<file path="src/verilog/tbg_pkg.sv">
// Purpose: Shared constants for the timer-B baud rate generator.
// Assumes: APB byte addressing of word-aligned registers, 32-bit data, pclk is the oscillator.
// Notes:   Offsets are byte addresses; fields are bit positions.
package tbg_pkg;

	// Register byte offsets.
	localparam logic [7:0] OFF_CTRL    = 8'h00;
	localparam logic [7:0] OFF_MODE    = 8'h04;
	localparam logic [7:0] OFF_COUNT   = 8'h08;
	localparam logic [7:0] OFF_RELOAD  = 8'h0C;
	localparam logic [7:0] OFF_ISTAT   = 8'h10;
	localparam logic [7:0] OFF_IMASK   = 8'h14;
	localparam logic [7:0] OFF_CLKMODE = 8'h18;

	// Fields of timer_b_control.
	localparam int CT_CPRL  = 0;
	localparam int CT_CT    = 1;
	localparam int CT_RUN   = 2;
	localparam int CT_TRGEN = 3;
	localparam int CT_TXSEL = 4;
	localparam int CT_RXSEL = 5;
	localparam int CT_TRGF  = 6;
	localparam int CT_OVFF  = 7;

	// Fields of timer_b_mode_register.
	localparam int MD_UPDN = 0;
	localparam int MD_OE   = 1;

	// Fields of the interrupt status and mask registers.
	localparam int ST_OVF = 0;
	localparam int ST_TRG = 1;

	// Field of the clock mode register: one selects 6-clock mode.
	localparam int CK_SIX = 0;

	// Reset values.
	localparam logic [5:0]  RST_CTRL   = 6'h00;
	localparam logic [1:0]  RST_MODE   = 2'h0;
	localparam logic [15:0] RST_COUNT  = 16'h0000;
	localparam logic [15:0] RST_RELOAD = 16'h0000;
	localparam logic [1:0]  RST_STAT   = 2'h0;
	localparam logic [1:0]  RST_MASK   = 2'h0;
	localparam logic        RST_SIX    = 1'b0;

	// Oscillator cycles per count step.
	localparam logic [3:0] DIV_BAUD_6  = 4'h1;
	localparam logic [3:0] DIV_BAUD_12 = 4'h2;
	localparam logic [3:0] DIV_MC_6    = 4'h6;
	localparam logic [3:0] DIV_MC_12   = 4'hC;

	// Last rate tick index of a serial bit, and the top of the count.
	localparam logic [3:0]  BIT_LAST  = 4'hF;
	localparam logic [15:0] COUNT_TOP = 16'hFFFF;

endpackage : tbg_pkg

</file>
<file path="src/verilog/tbg_timer.sv">
// Purpose: Timer B as a 16-bit baud rate generator with APB registers.
// Assumes: pclk is the oscillator; t1_overflow is a same-clock pulse.
// Notes:   Capture and reload on the trigger pin are kept outside baud mode.
//
// Chosen here: the APB interface to the registers and the register offsets.
`timescale 1ns/1ps
module tbg_timer (
	// APB clock and reset.
	input  wire logic        pclk,
	input  wire logic        presetn,
	// APB request.
	input  wire logic        psel,
	input  wire logic        penable,
	input  wire logic        pwrite,
	input  wire logic [7:0]  paddr,
	input  wire logic [31:0] pwdata,
	// APB answer.
	output logic             pready,
	output logic [31:0]      prdata,
	output logic             pslverr,
	// Device pins.
	input  wire logic        external_count_pin,
	input  wire logic        trigger_input_pin,
	// Timer one overflow pulse.
	input  wire logic        t1_overflow,
	// Serial port rate pulses.
	output logic             tx_rate_tick,
	output logic             rx_rate_tick,
	output logic             tx_bit_tick,
	output logic             rx_bit_tick,
	// Interrupt.
	output logic             irq
);

	// Register state.
	logic [5:0]  ctrl_reg, ctrl_next;
	logic [1:0]  mode_reg, mode_next;
	logic [15:0] count_reg, count_next;
	logic [15:0] reload_reg, reload_next;
	logic [1:0]  stat_reg, stat_next;
	logic [1:0]  mask_reg, mask_next;
	logic        six_reg, six_next;
	logic [3:0]  presc_reg, presc_next;
	logic        irq_reg, irq_next;
	// Bus answer state.
	logic        pready_reg, pready_next;
	logic        pslverr_reg, pslverr_next;
	logic [31:0] prdata_reg, prdata_next;
	// Rate pulses: index 0 transmit, index 1 receive.
	logic [1:0]  rate_reg, rate_next;
	logic [1:0]  bit_reg;
	// Decoded controls and events.
	logic        run, ct_sel, baud, tx_sel, rx_sel;
	logic        pin_fall, trig_fall;
	logic        presc_tick, cnt_step, cnt_wrap, trig_hit;
	logic        wr_go, rd_hit;
	logic [3:0]  div;
	logic [31:0] rd_data;

	// True when the bus address names the given register.
	function automatic logic hit(input logic [7:0] a, input logic [7:0] off);
		hit = (a == off);
	endfunction : hit

	// Both pins are asynchronous and pass their own synchroniser.
	tbg_fall_detect u_count_pin (
		.pclk    (pclk),
		.presetn (presetn),
		.pin     (external_count_pin),
		.fall    (pin_fall)
	);

	tbg_fall_detect u_trig_pin (
		.pclk    (pclk),
		.presetn (presetn),
		.pin     (trigger_input_pin),
		.fall    (trig_fall)
	);

	// Control decode; baud mode exists only while a select bit is set.
	assign run    = ctrl_reg[tbg_pkg::CT_RUN];
	assign ct_sel = ctrl_reg[tbg_pkg::CT_CT];
	assign tx_sel = ctrl_reg[tbg_pkg::CT_TXSEL];
	assign rx_sel = ctrl_reg[tbg_pkg::CT_RXSEL];
	assign baud   = tx_sel | rx_sel;

	// Prescale divide: state time in baud mode, machine cycle otherwise.
	always_comb begin
		if (baud) begin
			div = six_reg ? tbg_pkg::DIV_BAUD_6 : tbg_pkg::DIV_BAUD_12;
		end else begin
			div = six_reg ? tbg_pkg::DIV_MC_6 : tbg_pkg::DIV_MC_12;
		end
		presc_tick = run && (presc_reg >= div - 4'h1);
		if (!run || presc_tick) begin
			presc_next = 4'h0;
		end else begin
			presc_next = presc_reg + 4'h1;
		end
	end

	always_ff @(posedge pclk or negedge presetn) begin
		if (!presetn) begin
			presc_reg <= 4'h0;
		end else begin
			presc_reg <= presc_next;
		end
	end

	// Count events; the pin source ignores the prescaler entirely.
	assign cnt_step = run && (ct_sel ? pin_fall : presc_tick);
	assign cnt_wrap = cnt_step && (count_reg == tbg_pkg::COUNT_TOP);
	assign trig_hit = ctrl_reg[tbg_pkg::CT_TRGEN] && trig_fall;

	// Bus strobes: a write lands only in the completing access cycle.
	assign wr_go  = psel && penable && pready_reg && pwrite;
	assign rd_hit = hit(paddr, tbg_pkg::OFF_CTRL) || hit(paddr, tbg_pkg::OFF_MODE) ||
		hit(paddr, tbg_pkg::OFF_COUNT) || hit(paddr, tbg_pkg::OFF_RELOAD) ||
		hit(paddr, tbg_pkg::OFF_ISTAT) || hit(paddr, tbg_pkg::OFF_IMASK) ||
		hit(paddr, tbg_pkg::OFF_CLKMODE);

	// Counter and reload pair; a wrap loads the reload value at once.
	always_comb begin
		count_next  = count_reg;
		reload_next = reload_reg;
		if (cnt_wrap) begin
			count_next = reload_reg;
		end else if (cnt_step) begin
			count_next = count_reg + 16'h0001;
		end else if (trig_hit && !baud) begin
			// Outside baud mode the trigger edge captures or reloads.
			if (ctrl_reg[tbg_pkg::CT_CPRL]) begin
				reload_next = count_reg;
			end else begin
				count_next = reload_reg;
			end
		end
		// Software writes win; they must only happen with the timer stopped.
		if (wr_go && hit(paddr, tbg_pkg::OFF_COUNT)) begin
			count_next = pwdata[15:0];
		end
		if (wr_go && hit(paddr, tbg_pkg::OFF_RELOAD)) begin
			reload_next = pwdata[15:0];
		end
	end

	always_ff @(posedge pclk or negedge presetn) begin
		if (!presetn) begin
			count_reg  <= tbg_pkg::RST_COUNT;
			reload_reg <= tbg_pkg::RST_RELOAD;
		end else begin
			count_reg  <= count_next;
			reload_reg <= reload_next;
		end
	end

	// Configuration registers written by software.
	always_comb begin
		ctrl_next = ctrl_reg;
		mode_next = mode_reg;
		mask_next = mask_reg;
		six_next  = six_reg;
		if (wr_go && hit(paddr, tbg_pkg::OFF_CTRL)) begin
			ctrl_next = pwdata[5:0];
		end
		if (wr_go && hit(paddr, tbg_pkg::OFF_MODE)) begin
			mode_next = pwdata[1:0];
		end
		if (wr_go && hit(paddr, tbg_pkg::OFF_IMASK)) begin
			mask_next = pwdata[1:0];
		end
		if (wr_go && hit(paddr, tbg_pkg::OFF_CLKMODE)) begin
			six_next = pwdata[tbg_pkg::CK_SIX];
		end
	end

	always_ff @(posedge pclk or negedge presetn) begin
		if (!presetn) begin
			ctrl_reg <= tbg_pkg::RST_CTRL;
			mode_reg <= tbg_pkg::RST_MODE;
			mask_reg <= tbg_pkg::RST_MASK;
			six_reg  <= tbg_pkg::RST_SIX;
		end else begin
			ctrl_reg <= ctrl_next;
			mode_reg <= mode_next;
			mask_reg <= mask_next;
			six_reg  <= six_next;
		end
	end

	// Sticky flags: set wins over clear, so no event is lost.
	always_comb begin
		logic [1:0] set_v;
		logic [1:0] clr_v;
		set_v = 2'h0;
		clr_v = 2'h0;
		set_v[tbg_pkg::ST_OVF] = cnt_wrap && !baud;
		set_v[tbg_pkg::ST_TRG] = trig_hit;
		if (wr_go && hit(paddr, tbg_pkg::OFF_ISTAT)) begin
			clr_v = pwdata[1:0];
		end
		if (wr_go && hit(paddr, tbg_pkg::OFF_CTRL)) begin
			clr_v[tbg_pkg::ST_OVF] = ~pwdata[tbg_pkg::CT_OVFF];
			clr_v[tbg_pkg::ST_TRG] = ~pwdata[tbg_pkg::CT_TRGF];
		end
		stat_next = (stat_reg & ~clr_v) | set_v;
		irq_next  = |(stat_next & mask_next);
	end

	always_ff @(posedge pclk or negedge presetn) begin
		if (!presetn) begin
			stat_reg <= tbg_pkg::RST_STAT;
			irq_reg  <= 1'b0;
		end else begin
			stat_reg <= stat_next;
			irq_reg  <= irq_next;
		end
	end

	// Read mux; unimplemented and reserved bits read as zero.
	always_comb begin
		rd_data = 32'h0000_0000;
		if (hit(paddr, tbg_pkg::OFF_CTRL)) begin
			rd_data[7:0] = {stat_reg[tbg_pkg::ST_OVF], stat_reg[tbg_pkg::ST_TRG], ctrl_reg};
		end
		if (hit(paddr, tbg_pkg::OFF_MODE)) begin
			rd_data[1:0] = mode_reg;
		end
		if (hit(paddr, tbg_pkg::OFF_COUNT)) begin
			rd_data[15:0] = count_reg;
		end
		if (hit(paddr, tbg_pkg::OFF_RELOAD)) begin
			rd_data[15:0] = reload_reg;
		end
		if (hit(paddr, tbg_pkg::OFF_ISTAT)) begin
			rd_data[1:0] = stat_reg;
		end
		if (hit(paddr, tbg_pkg::OFF_IMASK)) begin
			rd_data[1:0] = mask_reg;
		end
		if (hit(paddr, tbg_pkg::OFF_CLKMODE)) begin
			rd_data[0] = six_reg;
		end
	end

	// One wait state keeps every answer signal straight from a flip-flop.
	always_comb begin
		pready_next  = psel && penable && !pready_reg;
		pslverr_next = pready_next && !rd_hit;
		prdata_next  = prdata_reg;
		if (psel && !penable) begin
			prdata_next = pwrite ? 32'h0000_0000 : rd_data;
		end
	end

	always_ff @(posedge pclk or negedge presetn) begin
		if (!presetn) begin
			pready_reg  <= 1'b0;
			pslverr_reg <= 1'b0;
			prdata_reg  <= 32'h0000_0000;
		end else begin
			pready_reg  <= pready_next;
			pslverr_reg <= pslverr_next;
			prdata_reg  <= prdata_next;
		end
	end

	// Source select for each direction, registered to a clean pulse.
	always_comb begin
		rate_next[0] = tx_sel ? cnt_wrap : t1_overflow;
		rate_next[1] = rx_sel ? cnt_wrap : t1_overflow;
	end

	always_ff @(posedge pclk or negedge presetn) begin
		if (!presetn) begin
			rate_reg <= 2'h0;
		end else begin
			rate_reg <= rate_next;
		end
	end

	// Divide each direction's rate by sixteen to give one pulse per bit.
	genvar d;
	generate
		for (d = 0; d < 2; d = d + 1) begin : g_bit
			logic [3:0] cnt_reg, cnt_next;
			logic       tick_next;
			always_comb begin
				cnt_next  = cnt_reg;
				tick_next = 1'b0;
				if (rate_reg[d]) begin
					cnt_next  = cnt_reg + 4'h1;
					tick_next = (cnt_reg == tbg_pkg::BIT_LAST);
				end
			end
			always_ff @(posedge pclk or negedge presetn) begin
				if (!presetn) begin
					cnt_reg    <= 4'h0;
					bit_reg[d] <= 1'b0;
				end else begin
					cnt_reg    <= cnt_next;
					bit_reg[d] <= tick_next;
				end
			end
		end
	endgenerate

	// Outputs, each straight from a flip-flop.
	assign pready       = pready_reg;
	assign pslverr      = pslverr_reg;
	assign prdata       = prdata_reg;
	assign tx_rate_tick = rate_reg[0];
	assign rx_rate_tick = rate_reg[1];
	assign tx_bit_tick  = bit_reg[0];
	assign rx_bit_tick  = bit_reg[1];
	assign irq          = irq_reg;

	// Checks on source selection, reload, rates and flags.
	a_tx_source: assert property (@(posedge pclk) disable iff (!presetn)
		(tx_sel && cnt_wrap) |=> tx_rate_tick) else $error("tx tick missing");
	a_rx_source: assert property (@(posedge pclk) disable iff (!presetn)
		(!rx_sel && t1_overflow) |=> rx_rate_tick) else $error("rx tick missing");
	a_wrap_reload: assert property (@(posedge pclk) disable iff (!presetn)
		(cnt_wrap && !wr_go) |=> (count_reg == $past(reload_reg))) else $error("no reload");
	a_bit_divide: assert property (@(posedge pclk) disable iff (!presetn)
		tx_bit_tick |-> $past(tx_rate_tick)) else $error("bit tick without rate");
	a_fast_count: assert property (@(posedge pclk) disable iff (!presetn)
		(run && !ct_sel && baud && six_reg) |-> cnt_step) else $error("6-clk baud stall");
	a_machine_cycle: assert property (@(posedge pclk) disable iff (!presetn)
		(cnt_step && !ct_sel && !baud && $stable(ctrl_reg)) |=> !cnt_step [*5])
		else $error("machine cycle too short");
	a_baud_only: assert property (@(posedge pclk) disable iff (!presetn)
		(!baud && cnt_wrap && !t1_overflow) |=> !tx_rate_tick && !rx_rate_tick)
		else $error("timer B drove serial rate");
	a_no_ovf_flag: assert property (@(posedge pclk) disable iff (!presetn)
		(cnt_wrap && baud && !stat_reg[tbg_pkg::ST_OVF]) |=> !stat_reg[tbg_pkg::ST_OVF])
		else $error("overflow flag in baud mode");
	a_trig_no_reload: assert property (@(posedge pclk) disable iff (!presetn)
		(trig_hit && baud && !cnt_step && !wr_go)
		|=> ($stable(count_reg) && stat_reg[tbg_pkg::ST_TRG])) else $error("trigger reload");
	a_pin_only: assert property (@(posedge pclk) disable iff (!presetn)
		(ct_sel && !pin_fall) |-> !cnt_step) else $error("count without pin edge");
	a_mode_bits: assert property (@(posedge pclk) disable iff (!presetn)
		(psel && penable && pready && !pwrite && hit(paddr, tbg_pkg::OFF_MODE))
		|-> (prdata[31:2] == 30'h0)) else $error("mode upper bits set");

endmodule : tbg_timer

</file>
<file path="src/verilog/tbg_fall_detect.sv">
// Purpose: Synchronise a pin and flag its falling edges.
// Assumes: The pin is asynchronous to pclk.
// Notes:   The first stage feeds only the second stage.
`timescale 1ns/1ps
module tbg_fall_detect (
	// Clock and reset.
	input  wire logic pclk,
	input  wire logic presetn,
	// Pin and edge pulse.
	input  wire logic pin,
	output logic      fall
);

	logic s1_reg, s2_reg, s3_reg, fall_reg;
	logic s1_next, s2_next, s3_next, fall_next;

	// Two synchroniser stages, then one stage for the edge compare.
	always_comb begin
		s1_next   = pin;
		s2_next   = s1_reg;
		s3_next   = s2_reg;
		fall_next = s3_reg & ~s2_reg;
	end

	// Idle high so that a pin held high at reset gives no false edge.
	always_ff @(posedge pclk or negedge presetn) begin
		if (!presetn) begin
			s1_reg   <= 1'b1;
			s2_reg   <= 1'b1;
			s3_reg   <= 1'b1;
			fall_reg <= 1'b0;
		end else begin
			s1_reg   <= s1_next;
			s2_reg   <= s2_next;
			s3_reg   <= s3_next;
			fall_reg <= fall_next;
		end
	end

	assign fall = fall_reg;

endmodule : tbg_fall_detect

</file>
<file path="config.mk">
export PLATFORM = sky130hd
export DESIGN_NAME = tbg_timer
export DESIGN_NICKNAME = d
export VERILOG_FILES = /design/src/verilog/tbg_pkg.sv /design/src/verilog/tbg_timer.sv /design/src/verilog/tbg_fall_detect.sv
export SDC_FILE = /design/constraint.sdc
export NUM_CORES = 1
export LEC_CHECK = 0
export ABC_CLOCK_PERIOD_IN_PS = 5800
export BUFFER_PORTS_ARGS = -buffer_cell sky130_fd_sc_hd__buf_2
export CAP_MARGIN = 25
export CORE_MARGIN = 2
export CORE_UTILIZATION = 35
export CTS_BUF_LIST = sky130_fd_sc_hd__clkbuf_4
export DETAILED_ROUTE_END_ITERATION = 8
export MAX_ROUTING_LAYER = met4
export PLACE_DENSITY = 0.62
export SYNTH_ARGS = -nofsm -noshare
export SYNTH_HDL_FRONTEND = slang
export SYNTH_SLANG_ARGS = --single-unit
</file>
<file path="constraint.sdc">
create_clock -name pclk -period 5.8 [get_ports pclk]
set_input_delay 1.16 -clock pclk [delete_from_list [all_inputs] [get_ports pclk]]
set_output_delay 1.16 -clock pclk [all_outputs]
set_load 0.05 [all_outputs]
</file>
* Yosys cells after proc, flatten, opt, wreduce, memory -nomap -nowiden
Cells that the tools add are included.
Widths: inputs -> output; s select.
** Word-level totals
- Bits in registers :: 104
- Input port bits :: 48
- Output and inout bits :: 39
- Word-level logic and storage cells :: 117
** Cells by class
- Add/subtract/negate cells :: 5
- Order comparisons :: 1
- Equal/unequal tests :: 11
- Mux-type cells :: 28
- Bitwise logic cells :: 11
- Reductions and logical operators :: 36
** Operators by type and width (count)
- $mux 16 :: 11
- $eq 8x5->1 const B :: 3
- $logic_and 1x1->1 :: 19
- $add 16x1->16 const B :: 1
- $eq 16x16->1 const B :: 1
- $eq 8x4->1 const B :: 2
- $mux 2 :: 7
- $add 4x1->4 const B :: 3
- $mux 4 :: 3
- $eq 4x4->1 const B :: 2
- $eq 8x3->1 const B :: 1
- $logic_not 8->1 :: 1
- $mux 8 :: 1
- $logic_or 1x1->1 :: 7
- $mux 1 :: 6
- $logic_not 1->1 :: 5
- $and 2x2->2 :: 2
- $ge 4x4->1 :: 1
- $ne 2x1->1 const B :: 2
- $not 1->1 :: 4
- $reduce_bool 4->1 :: 1
- $sub 4x1->4 const B :: 1
- $reduce_and 3->1 :: 1
- $and 1x1->1 :: 2
- other kinds (5) :: 5

* Logic depth before layout (Yosys ltp)
- Depth in word-level cells :: 12
- Mapped depth :: 11
- Depth with buffers taken out :: 9

* By module
A second synthesis with hierarchy kept.
** Second synthesis, totals
- Cells, all modules :: 495
- Area, all modules :: 4774.6 µm²
** Modules (own cells, without submodules)
- tbg_timer :: instances 1, cells an instance 485, area each 4539.4 µm², seq. area each 2001.9 µm²
- tbg_fall_detect :: instances 2, cells an instance 5, area each 117.6 µm², seq. area each 103.8 µm²

* Worst setup path before layout
Ideal clock, no wire load.
- Path kind :: input port to flip-flop
- From :: input port paddr[4]
- To :: register count_reg[10]
- Setup time :: 126 ps
- Arrival time :: 2762 ps
- Required time :: 5674 ps
- Setup slack :: 2912 ps
- Stages :: 7
- Path buffers :: 2
- Cell sequence :: buf_6 or4_4 or2_1 buf_6 nor3_4 nor3_1 a221o_1
** On the way
- Word-level cells in the longest chain between the ends :: 3
- Elaborated cells on any way between the ends :: 4
- Those cells by class :: 1 x eq/ne; 1 x mux; 2 x reduce/logical
** Ends and longest elaborated chain
- start, declared :: RTL line tbg_timer.sv:15 : input wire logic [7:0] paddr,
- $eq 8x4->1 (*) :: RTL line tbg_timer.sv:62 : hit = (a == off);
- $logic_and 1x1->1 (*) :: RTL line tbg_timer.sv:139 : if (wr_go && hit(paddr, tbg_pkg::OFF_COUNT)) begin
- $reduce_bool 4->1 (no line) or $mux 16 (tied branches)
- end signal, assigned :: RTL line tbg_timer.sv:149 : count_reg <= tbg_pkg::RST_COUNT;
- end signal, assigned :: RTL line tbg_timer.sv:152 : count_reg <= count_next;
- end, declared :: RTL line tbg_timer.sv:38 : logic [15:0] count_reg, count_next;
Mark *: on every way between the ends. The rest lies on a longest branch, timed or not.
A chain may end at the register's enable or synchronous reset.

* Final worst setup path
- From :: register six_reg
- To :: register count_reg[6]
** On the way
- Word-level cells in the longest chain between the ends :: 10
- Elaborated cells on any way between the ends :: 13
- Those cells by class :: 1 x add/sub; 1 x order compare; 7 x mux; 4 x reduce/logical
** Ends and longest elaborated chain
- start, declared :: RTL line tbg_timer.sv:42 : logic six_reg, six_next;
- start signal, assigned :: RTL line tbg_timer.sv:182 : six_reg <= tbg_pkg::RST_SIX;
- start signal, assigned :: RTL line tbg_timer.sv:187 : six_reg <= six_next;
- $mux 2 or $mux 4 (tied branches) :: RTL line tbg_timer.sv:90, tbg_timer.sv:92
- $mux 4 (*) :: RTL line tbg_timer.sv:89 : if (baud) begin
- $sub 4x1->4 (*) :: RTL line tbg_timer.sv:94 : presc_tick = run && (presc_reg >= div - 4'h1);
- $ge 4x4->1 (*) :: RTL line tbg_timer.sv:94
- $logic_and 1x1->1 (*) :: RTL line tbg_timer.sv:94
- $mux 1 (*) :: RTL line tbg_timer.sv:111 : assign cnt_step = run && (ct_sel ? pin_fall : presc_tick);
- $logic_and 1x1->1 (*) :: RTL line tbg_timer.sv:111
- $mux 16 or $logic_and 1x1->1 (tied branches) :: RTL line tbg_timer.sv:128, tbg_timer.sv:112
- $mux 16 :: RTL line tbg_timer.sv:126 : if (cnt_wrap) begin
- $mux 16 :: RTL line tbg_timer.sv:139
Marked as above.

==> impl_metrics.tcl <==
set metrics [dict create \
    status "finished clean" \
    routabilityCongestion 0.8898 \
    final_common_cell "dfrtp_1" \
    route.detailed.drc 0 \
    dpl_cell_area_um2 5306 \
    antenna_found_initial 1 \
    utilization_pct 39.35 \
    grt_overflow_total 0 \
    power.total_mw 1.188 \
    period_share_pct 63.89 \
    clockBufferDepth 2 \
    synthesis.area_um2 4992 \
    setup_slack_ns 2.094 \
    dp.cells 738 \
    layout.cells.non_filler 757 \
    async_flop_share_pct 100.0 \
    seqPwrFrac_pct 57.8 \
    clock_power_share_pct 29.5 \
    rows 43 \
    via_count 4169 \
    ys_seq_elements 88 \
    ant_nets 0 \
    clkTransAtPathRegs_ns 0.14 \
    postCtsHoldBufs 0 \
    crit_arrival_ns 4.09 \
    dp.final_hpwl_mm 9.549 \
    slew_headroom_pct 35.91 \
    drt-wirelength-per-cell_um 17.63 \
    p_sw_mw 0.3448 \
    synth_top_area_share_pct 41.10 \
    finalHoldViolations 0 \
    synthTopCellsByArea "dfrtp_1 41%, mux2i_1 4.6%, a21oi_1 4.4%, nand2_1 3.9%, o21ai_0 3.8%" \
    fin_crit_ns 3.706 \
    startpoint_type "register" \
    chipWidth_um 123.4 \
    syn-instance-count 533 \
    ir_worst_vdd_v 0.00007115 \
    pre_cts_ws_ns 2.021 \
    worst_pin_slew_ns 0.9614 \
    initial_utilization_pct 35.97 \
    use_met2_pct 29.64 \
    grt_pass1_vias 4050 \
    syn_to_final_growth_pct 9.399 \
    htreeDepth 3 \
    cp_slowest_stage_delay_ns 0.83 \
    grt_util_met3_pct 2.998 \
    grt_max_degree 52 \
    crit_path_end_kind "register" \
    p_leak_nw 2.374 \
    skew_ns 0.02238 \
    post_cts_buffers 0 \
    synthFlopType "dfrtp_1" \
    synth_edf_count 0 \
    cts_resized 0 \
    synth.avg_cell_area_um2 9.366 \
    nets 626 \
    yosys.area.top_type "dfrtp_1" \
    grtUsageTotal_pct 18.82 \
    max_cap_viol_count 0 \
    cp_slowest_cell "mux2i_1" \
    path_class "register to register" \
    ys_types 70 \
    clk_latency_ns 0.47 \
    viasPerCell 5.507 \
    grt_pass1_wl_mm 21.44 \
    rsz0062_at_grt "no" \
    cts_tree "built" \
    cts_root_buf "clkbuf_4" \
    path_max_fanout 28 \
    path_cells "or3_1 > ha_1 > nand2_1 > o21ai_0 > a21o_1 > mux2i_1 > o221ai_1 > o21ai_0" \
    cp.required_ns 6.19 \
    drt-total-wl_mm 13.35 \
    pin_count 87 \
    yosysWarnings 0 \
    powerDensity_nw_per_um2 217.5 \
    gr-max-usage-layer "met2" \
    drv_slew 0 \
    p_sw_share_pct 29.03 \
    detail_route.first_pass.iterations 5 \
    io_buffers 54 \
    min_path_type "register to register" \
    die_area_um2 15240 \
    cts_buffers 9 \
    holdWs_ns 0.3647 \
    cp_common_cell "o21ai_0" \
    setup_tns_ns 0 \
    cts.sinks 88 \
    core-area_um2 13880 \
    setup_viol 0 \
    max_freq_mhz 269.9 \
    layout-drive-gt1-share_pct 20.00 \
    internal-power_mw 0.8429 \
    die_h_um 123.4 \
    use_met1_pct 24.61 \
    drt-initial-drc-count 407 \
    design_area_um2 5461 \
    pwr-share-comb_pct 12.8 \
    final_cell_mix "82 x dfrtp_1, 53 x buf_2, 52 x nand2_1" \
    yosysSeqAreaShare_pct 44.26 \
]
[synthesized netlist by cell type (8+ instances only)]
cell / number
a21oi_1: 44
a22oi_1: 10
buf_2: 11
buf_4: 16
clkbuf_1: 17
dfrtp_1: 82
ha_1: 8
mux2_2: 16
mux2i_1: 23
nand2_1: 52
nand3_1: 19
nand4_1: 8
nor2_1: 50
nor3_1: 10
o21ai_0: 38
[worst max-delay path, delay by kind of cell (launching register included)]
family          cells  cell delay, ns
simple gates        2            0.44
compound gates      4            1.60
mux                 1            0.83
fa+ha+maj           1            0.28
flops               1            0.48
[power groups by stage]
stage                     clock network [mW]  registers, mW  logic [mW]
after floorplan                            0          0.703       0.102
after global placement                     0          0.695       0.146
after detailed placement                   0          0.698       0.155
after CTS                              0.360          0.687       0.155
after global routing                   0.389          0.693       0.171
final                                  0.350          0.686       0.152
[per-layer routing]
metal / vias to the layer above / routed length, um
met1: 2013 / 5868
li1: 1990 / -
met4: 0 / 261
met3: 27 / 891
met2: 139 / 6326
met5: - / 0
[final timing paths]
check	startpoint	endpoint	slack, ns	depth (start not counted)
setup / recovery	six_reg	count_reg[6]	2.09	8
hold / removal	u_count_pin.s1_reg	u_count_pin.s2_reg	0.36	0
setup reg to reg	six_reg	count_reg[6]	2.09	8
hold reg to reg	u_count_pin.s1_reg	u_count_pin.s2_reg	0.36	0
max in group asynchronous	presetn	prdata[10]	4.13	2
min in group asynchronous	presetn	count_reg[12]	0.65	1
[cells by family after synthesis]
group / share of synthesized area, %
flip-flops: 44.26
multiplexers: 8.220
XOR/XNOR: 1.930
other: 0.07512
adder cells (fa/ha/maj): 2.005
AND/OR/NAND/NOR: 18.57
buffers and inverters: 5.864
AO/OA/AOI/OAI: 19.07
[layout make-up]
type | instances | area [um2]
clock buffer | 10 | 75.07
inverter | 6 | 22.52
multi-input combinational | 406 | 2546
tap | 180 | 225.2
antenna | 2 | 5.005
timing repair buffer | 59 | 317.8
fill | 1387 | 8419
clock inverter | 6 | 60.06
sequential | 88 | 2210
Note: power is estimated with default switching activity, not from simulation.
